===== src/rtl/pbc_pkg.sv =====
// constants for the transceiver management register bank
// assumes a 16-bit register space reached over a two-wire serial port
`default_nettype none
package pbc_pkg;
  localparam int         REG_W       = 16;
  localparam int         RADDR_W     = 5;
  // register numbers on the management port
  localparam logic [4:0] ADDR_CTRL   = 5'h00;
  localparam logic [4:0] ADDR_STAT   = 5'h01;
  localparam logic [4:0] ADDR_IDH    = 5'h02;
  localparam logic [4:0] ADDR_IDL    = 5'h03;
  localparam logic [4:0] ADDR_ADV    = 5'h04;
  localparam logic [4:0] ADDR_LPA    = 5'h05;
  localparam logic [4:0] ADDR_EXP    = 5'h06;
  localparam logic [4:0] ADDR_NPT    = 5'h07;
  localparam logic [4:0] ADDR_LPNP   = 5'h08;
  localparam logic [4:0] ADDR_RXERR  = 5'h15;
  localparam logic [4:0] ADDR_INTR   = 5'h1b;
  localparam logic [4:0] ADDR_VC1    = 5'h1e;
  localparam logic [4:0] ADDR_VC2    = 5'h1f;
  // basic control field positions
  localparam int         B_SWRST     = 15;
  localparam int         B_LOOP      = 14;
  localparam int         B_SPEED     = 13;
  localparam int         B_ANEN      = 12;
  localparam int         B_PDOWN     = 11;
  localparam int         B_ISO       = 10;
  localparam int         B_RESTART   = 9;
  localparam int         B_DUPLEX    = 8;
  localparam int         B_COLTEST   = 7;
  localparam int         B_TXDIS     = 0;
  // stored control bits; self-clearing and reserved bits read zero
  localparam logic [15:0] CTRL_MASK  = 16'h7d81;
  localparam logic [15:0] CTRL_RST   = 16'h0000;
  // basic status: fixed capability bits (100 fd/hd, 10 fd/hd,
  // no preamble, negotiation ability, extended capability)
  localparam logic [15:0] STAT_FIXED = 16'h7849;
  localparam int         S_ANDONE    = 5;
  localparam int         S_RFAULT    = 4;
  localparam int         S_LINK      = 2;
  localparam int         S_JABBER    = 1;
  // arbitrary neutral identity values
  localparam logic [15:0] IDENT_HI   = 16'h1234;
  localparam logic [15:0] IDENT_LO   = 16'h5670;
  localparam logic [15:0] ZERO16     = 16'h0000;
  localparam logic [15:0] CNT_MAX    = 16'hffff;
  // serial frame
  localparam logic [1:0] OP_WRITE    = 2'b01;
  localparam logic [1:0] OP_READ     = 2'b10;
  localparam logic [4:0] ADDR_BITS   = 5'd10;
  localparam logic [4:0] DATA_BITS   = 5'd16;
  localparam logic [4:0] ONE5        = 5'd1;
  localparam logic [4:0] ZERO5       = 5'd0;
endpackage
`default_nettype wire


===== src/rtl/pbc_bank.sv =====
// management register bank of a 10/100 transceiver, with serial port
// assumes mdc well below clk_in/4; straps hold steady around reset
`default_nettype none
module pbc_bank (
  input  wire logic        clk_in,
  input  wire logic        rst_in,
  input  wire logic        mdc_in,
  input  wire logic        mdio_in,
  output var  logic        mdio_out,
  output var  logic        mdio_oe_out,
  input  wire logic [4:0]  phy_addr_in,
  input  wire logic        speed_strap_in,
  input  wire logic        negotiation_strap_pin,
  input  wire logic        isolate_strap_in,
  input  wire logic        duplex_strap_in,
  input  wire logic        neg_done_in,
  input  wire logic        neg_speed_100_in,
  input  wire logic        neg_full_duplex_in,
  input  wire logic        link_up_in,
  input  wire logic        jabber_in,
  input  wire logic        remote_fault_in,
  input  wire logic        receive_symbol_error,
  input  wire logic [15:0] partner_ability_in,
  input  wire logic [15:0] partner_next_page_in,
  output logic             soft_reset_out,
  output logic             restart_neg_out,
  output logic             neg_enable_out,
  output logic             speed_100_out,
  output logic             full_duplex_out,
  output logic             loopback_out,
  output logic             power_down_out,
  output logic             isolate_out,
  output logic             tx_disable_out,
  output logic             col_test_out
);
  import pbc_pkg::*;

  typedef enum {
    PBC_IDLE, PBC_START, PBC_OP, PBC_ADDR, PBC_TA, PBC_DATA
  } pbc_state_e;

  // pins and straps from outside the domain
  logic [6:0] pin_sync;
  logic [3:0] strap_s;
  pbc_sync #(.W(7)) u_sync (
    .clk_in (clk_in),
    .rst_in (rst_in),
    .d_in   ({mdc_in, mdio_in, phy_addr_in}),
    .q_out  (pin_sync)
  );
  // straps keep flowing through reset so they are settled at release
  pbc_sync #(.W(4)) u_strap (
    .clk_in (clk_in),
    .rst_in (1'b0),
    .d_in   ({speed_strap_in, negotiation_strap_pin, isolate_strap_in,
              duplex_strap_in}),
    .q_out  (strap_s)
  );
  logic       mdc_s;
  logic       mdio_s;
  logic [4:0] paddr_s;
  assign mdc_s   = pin_sync[6];
  assign mdio_s  = pin_sync[5];
  assign paddr_s = pin_sync[4:0];

  // serial frame engine
  pbc_state_e   st_r, st_nxt;
  logic         mdc_d_r, mdc_d_nxt;
  logic [4:0]   cnt_r, cnt_nxt;
  logic [1:0]   op_r, op_nxt;
  logic [9:0]   adr_r, adr_nxt;
  logic [15:0]  sh_r, sh_nxt;
  logic         oe_r, oe_nxt;
  logic         do_r, do_nxt;
  logic         wr_r, wr_nxt;
  logic         rd_r, rd_nxt;
  logic [4:0]   wa_r, wa_nxt;
  logic         rise;
  logic         mine;
  logic [15:0]  rdata;

  assign rise = mdc_s & ~mdc_d_r;
  assign mine = (adr_r[9:5] == paddr_s);

  always_comb begin
    st_nxt    = st_r;
    mdc_d_nxt = mdc_s;
    cnt_nxt   = cnt_r;
    op_nxt    = op_r;
    adr_nxt   = adr_r;
    sh_nxt    = sh_r;
    oe_nxt    = oe_r;
    do_nxt    = do_r;
    wr_nxt    = 1'b0;
    rd_nxt    = 1'b0;
    wa_nxt    = wa_r;
    if (rise) begin
      unique case (st_r)
        // preamble is optional: any zero after idle ones is a start
        PBC_IDLE: begin
          oe_nxt = 1'b0;
          if (!mdio_s) st_nxt = PBC_START;
        end
        PBC_START: begin
          st_nxt  = mdio_s ? PBC_OP : PBC_IDLE;
          cnt_nxt = ZERO5;
        end
        PBC_OP: begin
          op_nxt  = {op_r[0], mdio_s};
          cnt_nxt = cnt_r + ONE5;
          if (cnt_r == ONE5) begin
            st_nxt  = PBC_ADDR;
            cnt_nxt = ZERO5;
          end
        end
        PBC_ADDR: begin
          adr_nxt = {adr_r[8:0], mdio_s};
          cnt_nxt = cnt_r + ONE5;
          if (cnt_r == ADDR_BITS - ONE5) begin
            st_nxt  = PBC_TA;
            cnt_nxt = ZERO5;
            if (op_r != OP_READ && op_r != OP_WRITE) st_nxt = PBC_IDLE;
          end
        end
        PBC_TA: begin
          cnt_nxt = cnt_r + ONE5;
          if (cnt_r == ZERO5) begin
            // first turnaround bit: drive zero only if addressed
            if (op_r == OP_READ && mine) begin
              oe_nxt = 1'b1;
              do_nxt = 1'b0;
              sh_nxt = rdata;
            end
          end else begin
            st_nxt  = PBC_DATA;
            cnt_nxt = ZERO5;
            if (oe_r) begin
              do_nxt = sh_r[15];
              sh_nxt = {sh_r[14:0], 1'b0};
            end
          end
        end
        PBC_DATA: begin
          cnt_nxt = cnt_r + ONE5;
          if (oe_r) begin
            do_nxt = sh_r[15];
            sh_nxt = {sh_r[14:0], 1'b0};
          end else begin
            sh_nxt = {sh_r[14:0], mdio_s};
          end
          if (cnt_r == DATA_BITS - ONE5) begin
            st_nxt = PBC_IDLE;
            oe_nxt = 1'b0;
            rd_nxt = oe_r;
            if (op_r == OP_WRITE && mine) begin
              wr_nxt = 1'b1;
              wa_nxt = adr_r[4:0];
            end
          end
        end
      endcase
    end
  end

  always_ff @(posedge clk_in) begin
    if (rst_in) begin
      st_r    <= PBC_IDLE;
      mdc_d_r <= 1'b0;
      cnt_r   <= ZERO5;
      op_r    <= 2'b00;
      adr_r   <= 10'h000;
      sh_r    <= ZERO16;
      oe_r    <= 1'b0;
      do_r    <= 1'b0;
      wr_r    <= 1'b0;
      rd_r    <= 1'b0;
      wa_r    <= ZERO5;
    end else begin
      st_r    <= st_nxt;
      mdc_d_r <= mdc_d_nxt;
      cnt_r   <= cnt_nxt;
      op_r    <= op_nxt;
      adr_r   <= adr_nxt;
      sh_r    <= sh_nxt;
      oe_r    <= oe_nxt;
      do_r    <= do_nxt;
      wr_r    <= wr_nxt;
      rd_r    <= rd_nxt;
      wa_r    <= wa_nxt;
    end
  end

  assign mdio_out    = do_r;
  assign mdio_oe_out = oe_r;

  // register storage; write data is the completed shift register
  logic [15:0] ctrl_r, ctrl_nxt;
  logic [15:0] adv_r, adv_nxt;
  logic [15:0] npt_r, npt_nxt;
  logic [15:0] intr_r, intr_nxt;
  logic [15:0] vc1_r, vc1_nxt;
  logic [15:0] vc2_r, vc2_nxt;
  logic [15:0] rxe_r, rxe_nxt;
  logic        load_r, load_nxt;
  logic        srst_r, srst_nxt;
  logic        rstrt_r, rstrt_nxt;
  logic [15:0] strap_val;

  // straps are caught the cycle after reset release, never under reset
  always_comb begin
    strap_val          = CTRL_RST;
    strap_val[B_SPEED] = strap_s[3];
    strap_val[B_ANEN]  = strap_s[2];
    strap_val[B_ISO]   = strap_s[1];
    strap_val[B_DUPLEX] = ~strap_s[0];
  end

  always_comb begin
    ctrl_nxt  = ctrl_r;
    adv_nxt   = adv_r;
    npt_nxt   = npt_r;
    intr_nxt  = intr_r;
    vc1_nxt   = vc1_r;
    vc2_nxt   = vc2_r;
    rxe_nxt   = rxe_r;
    load_nxt  = 1'b0;
    srst_nxt  = 1'b0;
    rstrt_nxt = 1'b0;
    // counter halts in power down; a read clears it, a new error wins unless the count stood at CNT_MAX
    if (rd_r && adr_r[4:0] == ADDR_RXERR) rxe_nxt = ZERO16;
    if (receive_symbol_error && !ctrl_r[B_PDOWN] && rxe_r != CNT_MAX)
      rxe_nxt = rxe_nxt + 16'h0001;
    if (wr_r) begin
      unique case (wa_r)
        ADDR_CTRL: begin
          ctrl_nxt  = sh_r & CTRL_MASK;
          srst_nxt  = sh_r[B_SWRST];
          rstrt_nxt = sh_r[B_RESTART];
        end
        ADDR_ADV:  adv_nxt  = sh_r;
        ADDR_NPT:  npt_nxt  = sh_r;
        ADDR_INTR: intr_nxt = sh_r;
        ADDR_VC1:  vc1_nxt  = sh_r;
        ADDR_VC2:  vc2_nxt  = sh_r;
        default: begin
        end
      endcase
    end
    // software reset returns every register to its default
    if (srst_r || load_r) begin
      ctrl_nxt = strap_val;
      adv_nxt  = ZERO16;
      npt_nxt  = ZERO16;
      intr_nxt = ZERO16;
      vc1_nxt  = ZERO16;
      vc2_nxt  = ZERO16;
      rxe_nxt  = ZERO16;
    end
  end

  always_ff @(posedge clk_in) begin
    if (rst_in) begin
      ctrl_r  <= CTRL_RST;
      adv_r   <= ZERO16;
      npt_r   <= ZERO16;
      intr_r  <= ZERO16;
      vc1_r   <= ZERO16;
      vc2_r   <= ZERO16;
      rxe_r   <= ZERO16;
      load_r  <= 1'b1;
      srst_r  <= 1'b0;
      rstrt_r <= 1'b0;
    end else begin
      ctrl_r  <= ctrl_nxt;
      adv_r   <= adv_nxt;
      npt_r   <= npt_nxt;
      intr_r  <= intr_nxt;
      vc1_r   <= vc1_nxt;
      vc2_r   <= vc2_nxt;
      rxe_r   <= rxe_nxt;
      load_r  <= load_nxt;
      srst_r  <= srst_nxt;
      rstrt_r <= rstrt_nxt;
    end
  end

  // read mux; reserved addresses read zero
  always_comb begin
    rdata = ZERO16;
    unique case (adr_r[4:0])
      ADDR_CTRL: rdata = ctrl_r;
      ADDR_STAT: begin
        rdata           = STAT_FIXED;
        rdata[S_ANDONE] = neg_done_in;
        rdata[S_RFAULT] = remote_fault_in;
        rdata[S_LINK]   = link_up_in;
        rdata[S_JABBER] = jabber_in;
      end
      ADDR_IDH:   rdata = IDENT_HI;
      ADDR_IDL:   rdata = IDENT_LO;
      ADDR_ADV:   rdata = adv_r;
      ADDR_LPA:   rdata = partner_ability_in;
      ADDR_EXP:   rdata = ZERO16;
      ADDR_NPT:   rdata = npt_r;
      ADDR_LPNP:  rdata = partner_next_page_in;
      ADDR_RXERR: rdata = rxe_r;
      ADDR_INTR:  rdata = intr_r;
      ADDR_VC1:   rdata = vc1_r;
      ADDR_VC2:   rdata = vc2_r;
      default:    rdata = ZERO16;
    endcase
  end

  // effective mode outputs
  assign soft_reset_out  = srst_r;
  assign restart_neg_out = rstrt_r;
  assign neg_enable_out  = ctrl_r[B_ANEN];
  assign speed_100_out   = ctrl_r[B_ANEN] ? neg_speed_100_in
                                          : ctrl_r[B_SPEED];
  assign full_duplex_out = ctrl_r[B_ANEN] ? neg_full_duplex_in
                                          : ctrl_r[B_DUPLEX];
  assign loopback_out    = ctrl_r[B_LOOP];
  assign power_down_out  = ctrl_r[B_PDOWN];
  // power down also cuts the line side, management stays alive
  assign isolate_out     = ctrl_r[B_ISO] | ctrl_r[B_PDOWN];
  assign tx_disable_out  = ctrl_r[B_TXDIS] | ctrl_r[B_PDOWN];
  assign col_test_out    = ctrl_r[B_COLTEST];
endmodule
`default_nettype wire


===== src/rtl/pbc_sync.sv =====
// two-flop synchroniser for pins from outside the clock domain
// assumes inputs change slowly compared with clk_in
`default_nettype none
module pbc_sync #(
  parameter int W = 1
) (
  input  wire logic         clk_in,
  input  wire logic         rst_in,
  input  wire logic [W-1:0] d_in,
  output var  logic [W-1:0] q_out
);
  logic [W-1:0] s1_r;
  logic [W-1:0] s2_r;
  always_ff @(posedge clk_in) begin
    if (rst_in) begin
      s1_r <= '0;
      s2_r <= '0;
    end else begin
      s1_r <= d_in;
      s2_r <= s1_r;
    end
  end
  assign q_out = s2_r;
endmodule
`default_nettype wire


===== config.mk =====
export PLATFORM = sky130hd
export DESIGN_NAME = pbc_bank
export DESIGN_NICKNAME = d
export VERILOG_FILES = /design/src/rtl/pbc_pkg.sv /design/src/rtl/pbc_bank.sv /design/src/rtl/pbc_sync.sv
export SDC_FILE = /design/constraint.sdc
export NUM_CORES = 1
export LEC_CHECK = 0
export BUFFER_PORTS_ARGS = -buffer_cell sky130_fd_sc_hd__buf_2
export CAP_MARGIN = 20
export CELL_PAD_IN_SITES_DETAIL_PLACEMENT = 0
export CELL_PAD_IN_SITES_GLOBAL_PLACEMENT = 1
export CORE_ASPECT_RATIO = 2
export CORE_MARGIN = 3
export CORE_UTILIZATION = 49
export CTS_CLUSTER_DIAMETER = 200
export CTS_CLUSTER_SIZE = 16
export DETAILED_ROUTE_END_ITERATION = 6
export GPL_ROUTABILITY_DRIVEN = 0
export GPL_TIMING_DRIVEN = 0
export PLACE_DENSITY_LB_ADDON = 0.12
export SKIP_CTS_REPAIR_TIMING = 1
export SYNTH_ARGS = -nofsm -noshare
export SYNTH_HDL_FRONTEND = slang
export SYNTH_SLANG_ARGS = --single-unit

===== constraint.sdc =====
create_clock -name clk_in -period 3 [get_ports clk_in]
set_input_delay 0.15 -clock clk_in [delete_from_list [all_inputs] [get_ports clk_in]]
set_output_delay 0.15 -clock clk_in [all_outputs]
set_load 0.02 [all_outputs]

### Word-level counts from Yosys, hierarchy flattened

Cells that the tools add are included.

* register bits: 204
* bits of input ports: 52
* output and inout bits: 12
* logic and storage cells: 147

* add/subtract/negate cells: 2
* eq/ne operators: 39
* muxes and demuxes: 35
* bitwise gates (word level): 10
* reductions and logical operators: 35

Operators with widths (count)
* one-hot mux 16 bit (12 select lines): 1
* one-hot mux 32 bit (6 select lines): 1
* two-way mux 32 bit: 5
* two-way mux 16 bit: 5
* == test 32 x 2 -> 1 bit (second input constant): 2
* == test 32 x 3 -> 1 bit (second input constant): 2
* two-way mux 14 bit: 3
* == test 5 bit (second input constant): 7
* == test 32 x 1 -> 1 bit (second input constant): 1
* logical NOT 32 bit: 1
* one-hot mux 16 bit (2 select lines): 1
* == test 5 x 3 -> 1 bit (second input constant): 5
* one-hot mux 5 bit (5 select lines): 1
* AND reduction 2 bit: 10
* adder 16 x 1 -> 16 bit (second input constant): 1
* != test 16 bit (second input constant): 1
* != test 2 bit (second input constant): 8
* == test 5 x 4 -> 1 bit (second input constant): 3
* logical NOT 5 bit: 3
* two-way mux 5 bit: 3
* two-way mux 1 bit: 11
* == test 5 x 1 -> 1 bit (second input constant): 2
* == test 5 x 2 -> 1 bit (second input constant): 2
* AND reduction 4 bit: 2
* other kinds (25): 40

### Logic depth before layout (Yosys ltp)

Gate-level depths: netlist (run 1).

* word-level depth: 5
* gate-level depth with buffers: 11
* mapped depth without buffers: 10

### Hierarchy

A second synthesis (run 1) with hierarchy kept.

* cells, all modules: 949
* area total of the unflattened synthesis: 8364.3 um^2

By module, submodules not included
* pbc_bank: times used 1, cells an instance 904, area an instance 7746.2 um^2, seq. area each 3062.9 um^2
* pbc_sync at u_sync: times used 1, cells an instance 29, area an instance 407.9 um^2, seq. area each 280.3 um^2
* pbc_sync at u_strap: times used 1, cells an instance 16, area an instance 210.2 um^2, seq. area each 160.2 um^2

### Least setup slack after synthesis (run 1)

Ideal clock, no wire load.

* kind: flip-flop to flip-flop
* start: reg adr_r[0]
* end: reg rxe_r[14]
* setup time: 117 ps
* arrival: 1939 ps
* required time: 2883 ps
* setup slack: 944 ps
* cell stages (with the launch flop): 11
* clock period less this slack: 2056 ps
* cell sequence: dfxtp_1 > buf_4 > buf_4 > nand4_1 > and2_1 > ha_1 > nand3_1 > a211o_1 > nor3_1 > xnor2_1 > nor2_1

* cells in the longest elaborated chain, start to end: 5

Ends and longest elaborated chain
* start: declaration: RTL line pbc_bank.sv:71 `logic [9:0] adr_r, adr_nxt;`
* start signal: assignment: RTL line pbc_bank.sv:183 `adr_r <= adr_nxt;`
* == test 5 bit (*): RTL line pbc_bank.sv:230 `if (rd_r && adr_r[4:0] == ADDR_RXERR) rxe_nxt = ZERO16;`
* logical AND 1 bit (*): RTL line pbc_bank.sv:230
* two-way mux 16 bit (*): RTL line pbc_bank.sv:230
* adder 16 x 1 -> 16 bit: RTL line pbc_bank.sv:232 `rxe_nxt = rxe_nxt + 16'h0001;`
* two-way mux 16 bit (*): RTL line pbc_bank.sv:231 `if (receive_symbol_error && !ctrl_r[B_PDOWN] && rxe_r != CNT_MAX)`
* end signal: assignment: RTL line pbc_bank.sv:280 `rxe_r <= rxe_nxt;`
* end: declaration: RTL line pbc_bank.sv:203 `logic [15:0] rxe_r, rxe_nxt;`

Mark *: on every way between the ends. The rest lies on a longest branch, timed or not.
A chain may end at the register's enable or synchronous reset.

### Final worst setup path (run 1)

* start: reg adr_r[2]
* end: reg sh_r[5]

* cells in the longest elaborated chain, start to end: 5

Ends and longest elaborated chain
* == test 5 bit (tied with other cells): RTL line pbc_bank.sv:290 `unique case (adr_r[4:0])`
* one-hot mux 16 bit (12 select lines) (*): RTL line pbc_bank.sv:290
* two-way mux 16 bit (*): RTL line pbc_bank.sv:129 `if (op_r == OP_READ && mine) begin`
* two-way mux 16 bit (*): RTL line pbc_bank.sv:127 `if (cnt_r == ZERO5) begin`
* one-hot mux 16 bit (2 select lines) (*): RTL line pbc_bank.sv:98 `unique case (st_r)`
* end signal: assignment: RTL line pbc_bank.sv:184 `sh_r <= sh_nxt;`
* end: declaration: RTL line pbc_bank.sv:72 `logic [15:0] sh_r, sh_nxt;`

Mark *: on every way between the ends. The rest lies on a longest branch, timed or not. The select of a mux whose other input is x is not followed.

==> results.md, run 1 <==
- # DRC: 0
- Worst skew pair latency: 440 ps
- Remaining Overflow, GRT: 0
- CP cell instances: buf_4, nor2_1, nor4bb_1, a222oi_1, and3_1, a21o_1, a21oi_1
- Clock sinks: 175
- WP buf/inv: 1
- GRT Overall Usage: 32.8%
- Hold endpoint: sh_r[6]$_SDFFE_PP0P_
- Clock-pin slew on the worst setup and hold paths: 70 ps
- Syn nets: 1018
- Clock Skews: about 12 ps
- Critical path class: register to register
- Power Dens Cells: 512 nW/µm²
- Critical path fanouts, max: 10
- CTS tree: done
- Area delta synth->final: 15.7%
- WL/cell: 23.1 µm
- Routed Antenna Nets: 0
- Async SR Flop Fraction: 0%
- Setup-failing EPs final: 0
- Distinct cells, synth: 71
- Worst path slowest cell: nor4bb_1
- TritonCTS Buffers: 17
- Register-to-register setup slack: 290 ps
- Hold slack: around 190 ps
- Period minus WS final: 2710 ps
- Initial antenna violation count: 0
- RSZ-0062 raised after global routing: false
- Max Clock Freq: 369 MHz
- Least-Margin Pin Slew: 1300 ps
- Final HPWL DP: around 21000 µm
- Total Routed Length: 29200 µm
- Die Span X: 96.4 µm
- YS warnings: 0
- First-pass GRT wire length: 42900 µm
- CORE AREA: approximately 16000 µm²
- Hold depth: 4
- 1st-iter DRT viols: 643
- Root Buffer Master: clkbuf_16
- EDFF count, synth: 0
- Status: complete, no violations
- Mean area per synthesized cell: 8.36 µm²
- Crit path DAT: around 3100 ps
- RR Startpoint: adr_r[2]$_SDFFE_PP0P_
- Largest net degree at the start of global routing: 17
- Peak supply drop: 0.411 mV
- Placed insts: 1223
- Final Slew Violations: 0
- Register area share after synthesis: 43.7%
- Worst min path class: primary input to register
- Nets: 1112
- Worst EP required: 3370 ps
- Ant. Diodes: 0
- Initial Util: between 50 and 60%
- Reg2reg end: sh_r[5]$_SDFFE_PP0P_
- IO Port Bufs: 63
- Critical path capture point type: register
- H-tree Lvls: 4
- Standard-cell row count: 65
- Worst Hold Launch: partner_next_page_in[6]
- Final Non-Filler Cells: 1265
- Period utilization: around nine tenths
- Final hold viol count: 0
- IO Count: 64
- CTS Buffer Depth: 2
- Synthesized cell area: about 8000 µm²
- Crit start category: register
- WL met3: 1650 µm
- Layout cells sized above 1: 14.3%
- Slew headroom: between 10 and 15%
- Max Used Layer: met4
- TritonRoute pass-1 iters: 6
- Vias in the first global route: 7312
- Main flop type after synthesis: dfxtp_1
- M1 wire length: 10300 µm
- CP top delay family: simple AND/OR/NAND/NOR gates
- FF+latch count, synth: around 180
- Via density: 6.02
- Biggest cell delay along the critical path: 1120 ps
- Die Ht: 187 µm
- R2R depth: 7
- Met2 wire length: 14900 µm
- Via count: 7609
- Setup_tns: 0 ps
- Leakage Power: 3.21 nW
- Final core occ: around 58%
- Die area: roughly 18000 µm²
- Count of maximum capacitance violations: 0
- Post-Syn Instances: 959
-- sequential cells by signal (all words and copies together) (netlist names), 2 cells and up --
signal         flops
vc2_r             16
op_r               2
intr_r            16
u_sync.q_out       7
rxe_r             16
adr_r             10
sh_r              16
u_strap.q_out      4
wa_r               5
st_r               3
vc1_r             16
ctrl_r             8
u_strap.s1_r       4
u_sync.s1_r        7
cnt_r              5
npt_r             16
adv_r             16
-- report_power, final --
| part | internal, W | leakage, nW | switching, W |
|---|---|---|---|
| combinational | 0.0000735 | 1.53 | 0.000115 |
| sequential | 0.00234 | 1.42 | 0.0000125 |
| clock | 0.00122 | 0.257 | 0.000980 |
| total | 0.00364 | 3.21 | 0.00111 |
-- cell families (layout without fill, tap and decap cells) --
group | count (synthesis) | count (layout) | synth area share, %
fa+ha+maj | 7 | 7 | 1.09
buf+inv | 83 | 188 | 4.98
flops | 175 | 175 | 43.7
mux | 57 | 57 | 7.18
compound gates | 222 | 222 | 17.8
simple gates | 395 | 395 | 23.0
xor+xnor | 20 | 20 | 2.19
-- routing by layer --
layer	vias to the layer above	global-route usage, %
li1	3551	-
met1	3624	35.0
met2	331	55.9
met3	103	5.60
met4	0	23.4
met5	-	0
-- tightest hold or removal path, stage by stage --
cell,delay [ps]
buf_2,80
a221o_1,140
o21ai_0,70
a21oi_1,130
-- layout by cell type (no fill, tap or decap), types with 12 or more instances in the layout --
| cell | n |
|---|---|
| a21oi_1 | 102 |
| xnor2_1 | 14 |
| o21ai_0 | 14 |
| clkbuf_16 | 17 |
| dlygate4sd3_1 | 12 |
| mux2i_1 | 53 |
| dfxtp_1 | 175 |
| buf_2 | 81 |
| a22oi_1 | 28 |
| nand2_1 | 164 |
| and3_1 | 13 |
| inv_1 | 12 |
| nor2_1 | 102 |
| nor2b_1 | 20 |
| nand3_1 | 24 |
| clkbuf_1 | 37 |
| nor3_1 | 12 |
-- through the flow --
step | setup WS (ps) | power (W) | instance area, µm²
3_3_place_gp | 401 | 0.00258 | 8580
4_1_cts | 368 | 0.00474 | 9150
5_1_grt | 205 | 0.00486 | 9270
6_report | 292 | 0.00475 | 9270
2_1_floorplan | 944 | 0.00250 | 8010
3_5_place_dp | 387 | 0.00258 | 8580
-- worst max path at each step --
stage               slack, ps  cells past startpoint                    to                   from
CTS                       370                      8  sh_r[7]$_SDFFE_PP0P_  adr_r[2]$_SDFFE_PP0P_
global route              210                     10  rxe_r[10]$_SDFF_PP0_  adr_r[2]$_SDFFE_PP0P_
global placement          400                      7  sh_r[2]$_SDFFE_PP0P_  adr_r[3]$_SDFFE_PP0P_
detailed placement        390                      8  sh_r[7]$_SDFFE_PP0P_  adr_r[2]$_SDFFE_PP0P_
finish                    290                      7  sh_r[5]$_SDFFE_PP0P_  adr_r[2]$_SDFFE_PP0P_
floorplan                 940                     10  rxe_r[14]$_SDFF_PP0_  adr_r[0]$_SDFFE_PP0P_
-- cell usage after synthesis (6+ instances only) --
master	number	area, µm²
buf_2	18	90.1
nor2_1	102	383
o21ai_1	11	55.1
mux2i_1	53	531
buf_4	9	67.6
xnor2_1	14	123
o21ai_0	14	70.1
clkbuf_1	36	135
a211oi_1	9	67.6
nand2b_1	8	50.1
nor3_1	12	60.1
and3_1	13	81.3
inv_1	12	45.0
a22oi_1	28	210
nand3_1	24	120
nor2b_1	20	125
nand4_1	10	62.6
ha_1	7	87.6
dfxtp_1	175	3500
xor2_1	6	52.6
a21oi_1	102	510
nor3b_1	7	52.6
nand2_1	164	616
a221oi_1	8	70.1
-- layout make-up --
class	count	area, µm²
Sequential cell	175	3500
Buffer	70	350
Timing Repair Buffer	75	435
Multi-Input combinational cell	701	4110
Fill cell	1587	6670
Clock inverter	12	140
Clock buffer	18	429
Tap cell	201	251
Inverter	13	48.8
(Power assumes the default switching activity.)
==> run 2: changes to the inputs <==
--- a/config.mk
+++ b/config.mk
@@ -11,7 +11,7 @@
 export CELL_PAD_IN_SITES_GLOBAL_PLACEMENT = 1
 export CORE_ASPECT_RATIO = 2
 export CORE_MARGIN = 3
-export CORE_UTILIZATION = 49
+export CORE_UTILIZATION = 50
 export CTS_CLUSTER_DIAMETER = 200
 export CTS_CLUSTER_SIZE = 16
 export DETAILED_ROUTE_END_ITERATION = 6
@@ -21,4 +21,5 @@
 export SKIP_CTS_REPAIR_TIMING = 1
 export SYNTH_ARGS = -nofsm -noshare
 export SYNTH_HDL_FRONTEND = slang
+export SYNTH_HIERARCHICAL = 1
 export SYNTH_SLANG_ARGS = --single-unit
==> results.md, run 2 <==
- End point of the critical path: sh_r[10]$_SDFFE_PP0P_
- Worst min path class: primary input to register
- Layout cells sized above 1: 15.5% (+1.3 points)
- Routed Antenna Nets: 0 (unchanged)
- Worst setup path startpoint: adr_r[4]$_SDFFE_PP0P_
- Status: complete, no violations
- IO Port Bufs: 63 (unchanged)
- Ant. Diodes: 0 (unchanged)
- Period minus WS final: 2970 ps (+265 ps)
- Power share of the sequential group: 49.8% (+0.2 points)
- Design Area, Final: 9690 µm² (+4.5%)
- Final HPWL DP: 21900 µm (+4.6%)
- Register area share after synthesis: 41.9% (-1.8 points)
- WL/cell: 23.3 µm (+0.94%)
- GRT Overall Usage: 31.6% (-1.1 points)
- Clock Skews: 10.0 ps (-2.09 ps)
- RSZ-0062 raised after global routing: false
- Register-to-register setup slack: 30 ps (-260 ps)
- Initial antenna violation count: 0 (unchanged)
- Reg2reg end: sh_r[10]$_SDFFE_PP0P_
- Final core occ: 59.3% (+1.1 points)
- Initial Util: 51.2% (+0.89 points)
- Area delta synth->final: 15.8%
- H-tree Lvls: 4 (unchanged)
- Die area: 18400 µm² (+2.2%)
- Area after DPL: 8980 µm² (+4.6%)
- RR Startpoint: adr_r[4]$_SDFFE_PP0P_
- Switching power: 0.00107 W (-3.3%)
- Least-Margin Pin Slew: 1080 ps (-211 ps)
- Count of maximum capacitance violations: 0 (unchanged)
- Remaining Overflow, GRT: 0 (unchanged)
- Clock sinks: 175 (unchanged)
- Biggest cell delay along the critical path: 810 ps (-310 ps)
- Die Span X: 97.5 µm (+1.1%)
- Synth top area cells: dfxtp_1 42%, mux2i_1 11%, nor2_1 5.1%
- Most frequent cells after synthesis: 175 x dfxtp_1, 114 x nor2_1, 106 x nand2_1, 90 x mux2i_1, 73 x a21oi_1
- Levels on crit path: 7 (unchanged)
- Crit start category: register
- Peak supply drop: 0.432 mV (+5.1%)
- # fillers: 1533 (-3.4%)
- Largest area contributor in the netlist: dfxtp_1
- Setup_tns: 0 ps (unchanged)
- Setup-failing EPs final: 0 (unchanged)
- IO Count: 64 (unchanged)
- Clock-pin slew on the worst setup and hold paths: 70 ps (about the same)
- Setup WS pre-CTS: -507 ps (-895 ps)
- YS warnings: 6 (+6)
- Final WS setup: 27.8 ps (-265 ps)
- CP cell instances: buf_2, clkinv_1, nor4_1, buf_2, a22oi_1, a41o_1, a311oi_2
- Most frequent cells in the layout: 175 x dfxtp_1, 113 x nor2_1, 106 x nand2_1
- Critical path capture point type: register
- Sw frac: 22.7% (-0.65 points)
- Share of the synthesized area in the top cell type: 41.9% (-1.8 points)
- Die Ht: 189 µm (+1.1%)
- CP top delay family: buffers and inverters
- Via density: 6.17 (+2.6%)
- CTS Buffer Depth: 2 (unchanged)
- Max Clock Freq: 336 MHz (-8.9%)
- Via count: 7814 (+2.7%)
- 1st-iter DRT viols: 650 (+1.1%)
- Worst skew pair latency: 440 ps (about the same)
- Period utilization: 99.1% (+8.8 points)
- FF+latch count, synth: 175 (unchanged)
- Distinct cells, synth: 80 (+13%)
- Gate power share: 4.3% (+0.3 points)
- TritonCTS Buffers: 17 (unchanged)
- Most frequent cell after synthesis: dfxtp_1
- Power Dens Cells: 487 nW/µm² (-4.9%)
- WP buf/inv: 3 (+2)
- Mean area per synthesized cell: 8.81 µm² (+5.5%)
- Largest net degree at the start of global routing: 17 (unchanged)
- Critical path fanouts, max: 10 (unchanged)
- CORE AREA: 16400 µm² (+2.6%)
- # DRC: 0 (unchanged)
- EDFF count, synth: 0 (unchanged)
- Worst EP required: 3350 ps (-20 ps)
- Standard-cell row count: 66 (+1.5%)
- Post-Syn Instances: 949 (-1.0%)
- Clock power frac: 45.8% (-0.6 points)
- Synthesized cell area: 8360 µm² (+4.4%)
- TritonRoute pass-1 iters: 5 (-1)
- Worst path slowest cell: nor4_1
- R2R depth: 7 (unchanged)
- Async SR Flop Fraction: 0% (unchanged)
- Pint: 0.00365 W (+0.29%)
- Most common cell after layout, fill and taps aside: dfxtp_1
- Critical path class: register to register
- Final Slew Violations: 0 (unchanged)
- Nets: 1108 (-0.36%)
- Main flop type after synthesis: dfxtp_1
- Most frequent cell on the critical path: buf_2
- Slew headroom: 27.1% (+15 points)
- Crit path DAT: 3320 ps (+240 ps)
- Hold slack: 204 ps (+15.9 ps)
- Leakage Power: 3.69 nW (+15%)
- Root Buffer Master: clkbuf_16
- Total Routed Length: 29500 µm (+1.0%)
- Vias in the first global route: 7581 (+3.7%)
- First-pass GRT wire length: 43800 µm (+2.0%)
- CTS tree: done
- Final hold viol count: 0 (unchanged)
run 2: changes by cell type after synthesis, sizes merged, moves of 8 or more:
| cell | before | now |
|---|---|---|
| nor2 | 103 | 114 |
| mux2i | 53 | 90 |
| a311oi | 1 | 15 |
| a22oi | 28 | 13 |
| buf | 33 | 25 |
| nand2 | 166 | 107 |
| clkbuf | 37 | 47 |
| a21oi | 104 | 74 |
| nand3 | 24 | 15 |
| o21ai | 26 | 12 |
run 2: worst min path at each step:
stage / start / to / depth (start not counted)
after floorplan: rst_in / load_r$_DFF_P_ / 0
after detailed placement: phy_addr_in[4] / u_sync/s1_r[4]$_SDFF_PP0_ / 2
after global placement: mdc_in / u_sync/s1_r[6]$_SDFF_PP0_ / 2
after global routing: receive_symbol_error / rxe_r[3]$_SDFF_PP0_ / 4
after CTS: mdc_in / u_sync/s1_r[6]$_SDFF_PP0_ / 2
final: receive_symbol_error / rxe_r[3]$_SDFF_PP0_ / 4
run 2: per-layer routing:
| metal | track usage, % | share of wire [%] | up-vias |
|---|---|---|---|
| met5 | 0 | 0 | - |
| met3 | 5.72 | 6.1 | 160 |
| met1 | 31.5 | 34 | 3681 |
| met2 | 56.1 | 51 | 389 |
| met4 | 26.0 | 8.7 | 0 |
| li1 | - | - | 3584 |
run 2: power by group through the flow:
stage	sequential [W]	clock (W)	combinational [W]
6_report	0.00235	0.00216	0.000204
5_1_grt	0.00235	0.00227	0.000219
4_1_cts	0.00235	0.00219	0.000190
3_5_place_dp	0.00241	0	0.000189
3_3_place_gp	0.00241	0	0.000188
2_1_floorplan	0.00240	0	0.000102
run 2: cell families (layout without fill, tap and decap cells):
logic type | count (synthesis) | count (layout) | share of synthesized area, %
flops | 175 | 175 | 41.9
compound gates | 193 | 193 | 16.6
buf+inv | 88 | 194 | 4.59
fa+ha+maj | 7 | 7 | 1.05
other cells | 1 | 8 | 0.0448
mux | 98 | 98 | 11.8
xor+xnor | 18 | 18 | 1.88
simple gates | 369 | 369 | 22.1
run 2: worst min-delay path: cells and delay by family:
kind	cells	cell delay [ps]
buffers and inverters	1	110
AND/OR/NAND/NOR	1	150
AO/OA/AOI/OAI	2	190
run 2: cell type report:
type	instances	area, µm²	area share, %
Sequential cell	175	3500	36.2
Clock buffer	23	488	5.04
Buffer	69	320	3.31
Tap cell	204	255	2.63
Timing Repair Buffer	77	445	4.60
Clock inverter	9	82.6	0.852
Inverter	16	60.1	0.620
Multi-Input combinational cell	693	4530	46.8
run 2: through the flow:
stage	power [W]	cells
2_1_floorplan	0.00250	956
3_3_place_gp	0.00259	1223
3_5_place_dp	0.00260	1225
4_1_cts	0.00473	1257
5_1_grt	0.00484	1266
6_report	0.00472	1266
==> run 3: changes to the inputs <==
--- a/config.mk
+++ b/config.mk
@@ -6,7 +6,6 @@
 export NUM_CORES = 1
 export LEC_CHECK = 0
 export BUFFER_PORTS_ARGS = -buffer_cell sky130_fd_sc_hd__buf_2
-export CAP_MARGIN = 20
 export CELL_PAD_IN_SITES_DETAIL_PLACEMENT = 0
 export CELL_PAD_IN_SITES_GLOBAL_PLACEMENT = 1
 export CORE_ASPECT_RATIO = 2
@@ -18,6 +17,7 @@
 export GPL_ROUTABILITY_DRIVEN = 0
 export GPL_TIMING_DRIVEN = 0
 export PLACE_DENSITY_LB_ADDON = 0.12
+export RECOVER_POWER = 25
 export SKIP_CTS_REPAIR_TIMING = 1
 export SYNTH_ARGS = -nofsm -noshare
 export SYNTH_HDL_FRONTEND = slang
==> results.md, run 3 (synthesized netlist as in run 2, its figures left out) <==
- Status: complete, but fails checks
- Failing checks: design-rule violations
- Slew headroom: 27.8% (+0.76 points)
- Die Ht: 189 µm (unchanged)
- RSZ-0062 raised after global routing: false
- Via count: 7808 (-0.077%)
- Ant. Diodes: 0 (unchanged)
- Max Clock Freq: 348 MHz (+3.4%)
- Peak supply drop: 0.418 mV (-3.3%)
- GRT Overall Usage: 32.2% (+0.57 points)
- IO Port Bufs: 63 (unchanged)
- Remaining Overflow, GRT: 0 (unchanged)
- Worst path slowest cell: nor4b_1
- Worst skew pair latency: 440 ps (about the same)
- Most frequent cells in the layout: 175 x dfxtp_1, 113 x nor2_1, 106 x nand2_1
- Area after DPL: 8970 µm² (-0.13%)
- Routed Antenna Nets: 0 (unchanged)
- Critical path capture point type: register
- Count of maximum capacitance violations: 0 (unchanged)
- First-pass GRT wire length: 44700 µm (+2.2%)
- Total Routed Length: 29800 µm (+1.2%)
- Die Span X: 97.5 µm (unchanged)
- Most frequent cell on the critical path: buf_2
- IO Count: 64 (unchanged)
- Final core occ: 59.4% (+0.18 points)
- Clock-pin slew on the worst setup and hold paths: 70 ps (about the same)
- Crit start category: register
- Standard-cell row count: 66 (unchanged)
- Final HPWL DP: 22000 µm (+0.20%)
- Root Buffer Master: clkbuf_16
- Layout cells sized above 1: 14.8% (-0.75 points)
- CTS Buffer Depth: 2 (unchanged)
- Setup-failing EPs final: 0 (unchanged)
- Period utilization: 95.8% (-3.2 points)
- Initial Util: 51.2% (unchanged)
- Final hold viol count: 0 (unchanged)
- Largest net degree at the start of global routing: 17 (unchanged)
- Worst Hold Launch: receive_symbol_error
- Hold depth: 4 (unchanged)
- H-tree Lvls: 4 (unchanged)
- Critical path fanouts, max: 10 (unchanged)
- Clock Skews: 9.30 ps (-0.741 ps)
- Hold slack: 211 ps (+6.61 ps)
- CTS tree: done
- Period minus WS final: 2880 ps (-97.1 ps)
- Reg2reg end: rxe_r[12]$_SDFF_PP0_
- Biggest cell delay along the critical path: 400 ps (-410 ps)
- Via density: 6.17 (about the same)
- CP cell instances: buf_2, and4bb_2, buf_2, nand3_4, and2_1, ha_1, and4b_2, o311ai_4, nor4b_1, xnor2_1, nor2_1
- Final WS setup: 125 ps (+97.1 ps)
- RR Startpoint: adr_r[3]$_SDFFE_PP0P_
- Register-to-register setup slack: 120 ps (+100 ps)
- Vias in the first global route: 7690 (+1.4%)
- Initial antenna violation count: 0 (unchanged)
- WL/cell: 23.6 µm (+1.2%)
- TritonRoute pass-1 iters: 7 (+2)
- Hold endpoint: rxe_r[3]$_SDFF_PP0_
- Design Area, Final: 9720 µm² (+0.31%)
- Power Dens Cells: 502 nW/µm² (+2.9%)
- R2R depth: 11 (+4)
- Worst min path class: primary input to register
- Die area: 18400 µm² (unchanged)
- TritonCTS Buffers: 17 (unchanged)
- Least-Margin Pin Slew: 1070 ps (-11.2 ps)
- Final Slew Violations: 0 (unchanged)
- Leakage Power: 3.66 nW (-0.95%)
- 1st-iter DRT viols: 688 (+5.8%)
- Nets: 1108 (unchanged)
- Critical path class: register to register
- # DRC: 2 (+2)
- CORE AREA: 16400 µm² (unchanged)
- # fillers: 1563 (+2.0%)
- Crit path DAT: 3180 ps (-140 ps)
- Setup WS pre-CTS: -582 ps (-74.3 ps)
- Area delta synth->final: 16.2%
- Most common cell after layout, fill and taps aside: dfxtp_1
- Worst EP required: 3300 ps (-50 ps)
- Clock sinks: 175 (unchanged)
==> run 3: cell types whose count changed in the layout (fill, tap and decap cells not counted), sizes merged <==
cell    delta
clkbuf     +5
bufinv     +2
inv        +4
buf       -11
==> run 3: metrics by stage <==
stage	power (W)	std cells	setup TNS (ps)
6_report	0.00488	1266	0
5_1_grt	0.00500	1266	0
4_1_cts	0.00488	1256	-2710
3_5_place_dp	0.00260	1224	-2560
3_3_place_gp	0.00259	1223	-2430
2_1_floorplan	0.00250	956	0
==> run 3: routing by layer <==
| metal | routed length, µm | up-vias | track usage (%) |
|---|---|---|---|
| met5 | 0 | - | 0 |
| met4 | 2250 | 0 | 22.4 |
| met3 | 2060 | 129 | 5.57 |
| met2 | 15400 | 433 | 58.0 |
| met1 | 10200 | 3652 | 33.2 |
| li1 | - | 3594 | - |
==> run 3: final cells by class <==
cell class	count	area [µm²]	area share (%)
multi-input combinational	693	4560	46.9
sequential	175	3500	36.0
clock buffer	17	425	4.38
timing repair buffer	76	425	4.38
buffer	70	310	3.19
tap	204	255	2.63
clock inverter	15	184	1.89
inverter	16	60.1	0.618
==> run 3: worst max-delay path by stage <==
| stage | startpoint | depth (start not counted) | end |
|---|---|---|---|
| after floorplan | adr_r[1]$_SDFFE_PP0P_ | 11 | rxe_r[8]$_SDFF_PP0_ |
| after global placement | adr_r[1]$_SDFFE_PP0P_ | 11 | rxe_r[14]$_SDFF_PP0_ |
| after detailed placement | adr_r[1]$_SDFFE_PP0P_ | 11 | rxe_r[14]$_SDFF_PP0_ |
| after CTS | adr_r[1]$_SDFFE_PP0P_ | 11 | rxe_r[14]$_SDFF_PP0_ |
| after global routing | adr_r[3]$_SDFFE_PP0P_ | 11 | rxe_r[12]$_SDFF_PP0_ |
| final | adr_r[3]$_SDFFE_PP0P_ | 11 | rxe_r[12]$_SDFF_PP0_ |
==> run 3: power by group <==
group,switching (W),internal (W)
clock network,0.000995,0.00132
logic,0.000125,0.0000784
registers,0.0000111,0.00234
==> run 3: critical path, delay by kind of cell (launching register included) <==
family,cells,cell delay (ps)
xor gates and xnor gates,1,160
adders and majority gates,1,180
AOI/OAI and AO/OA,1,170
buffers and inverters,2,440
and+or+nand+nor,6,1420
DFF,1,350
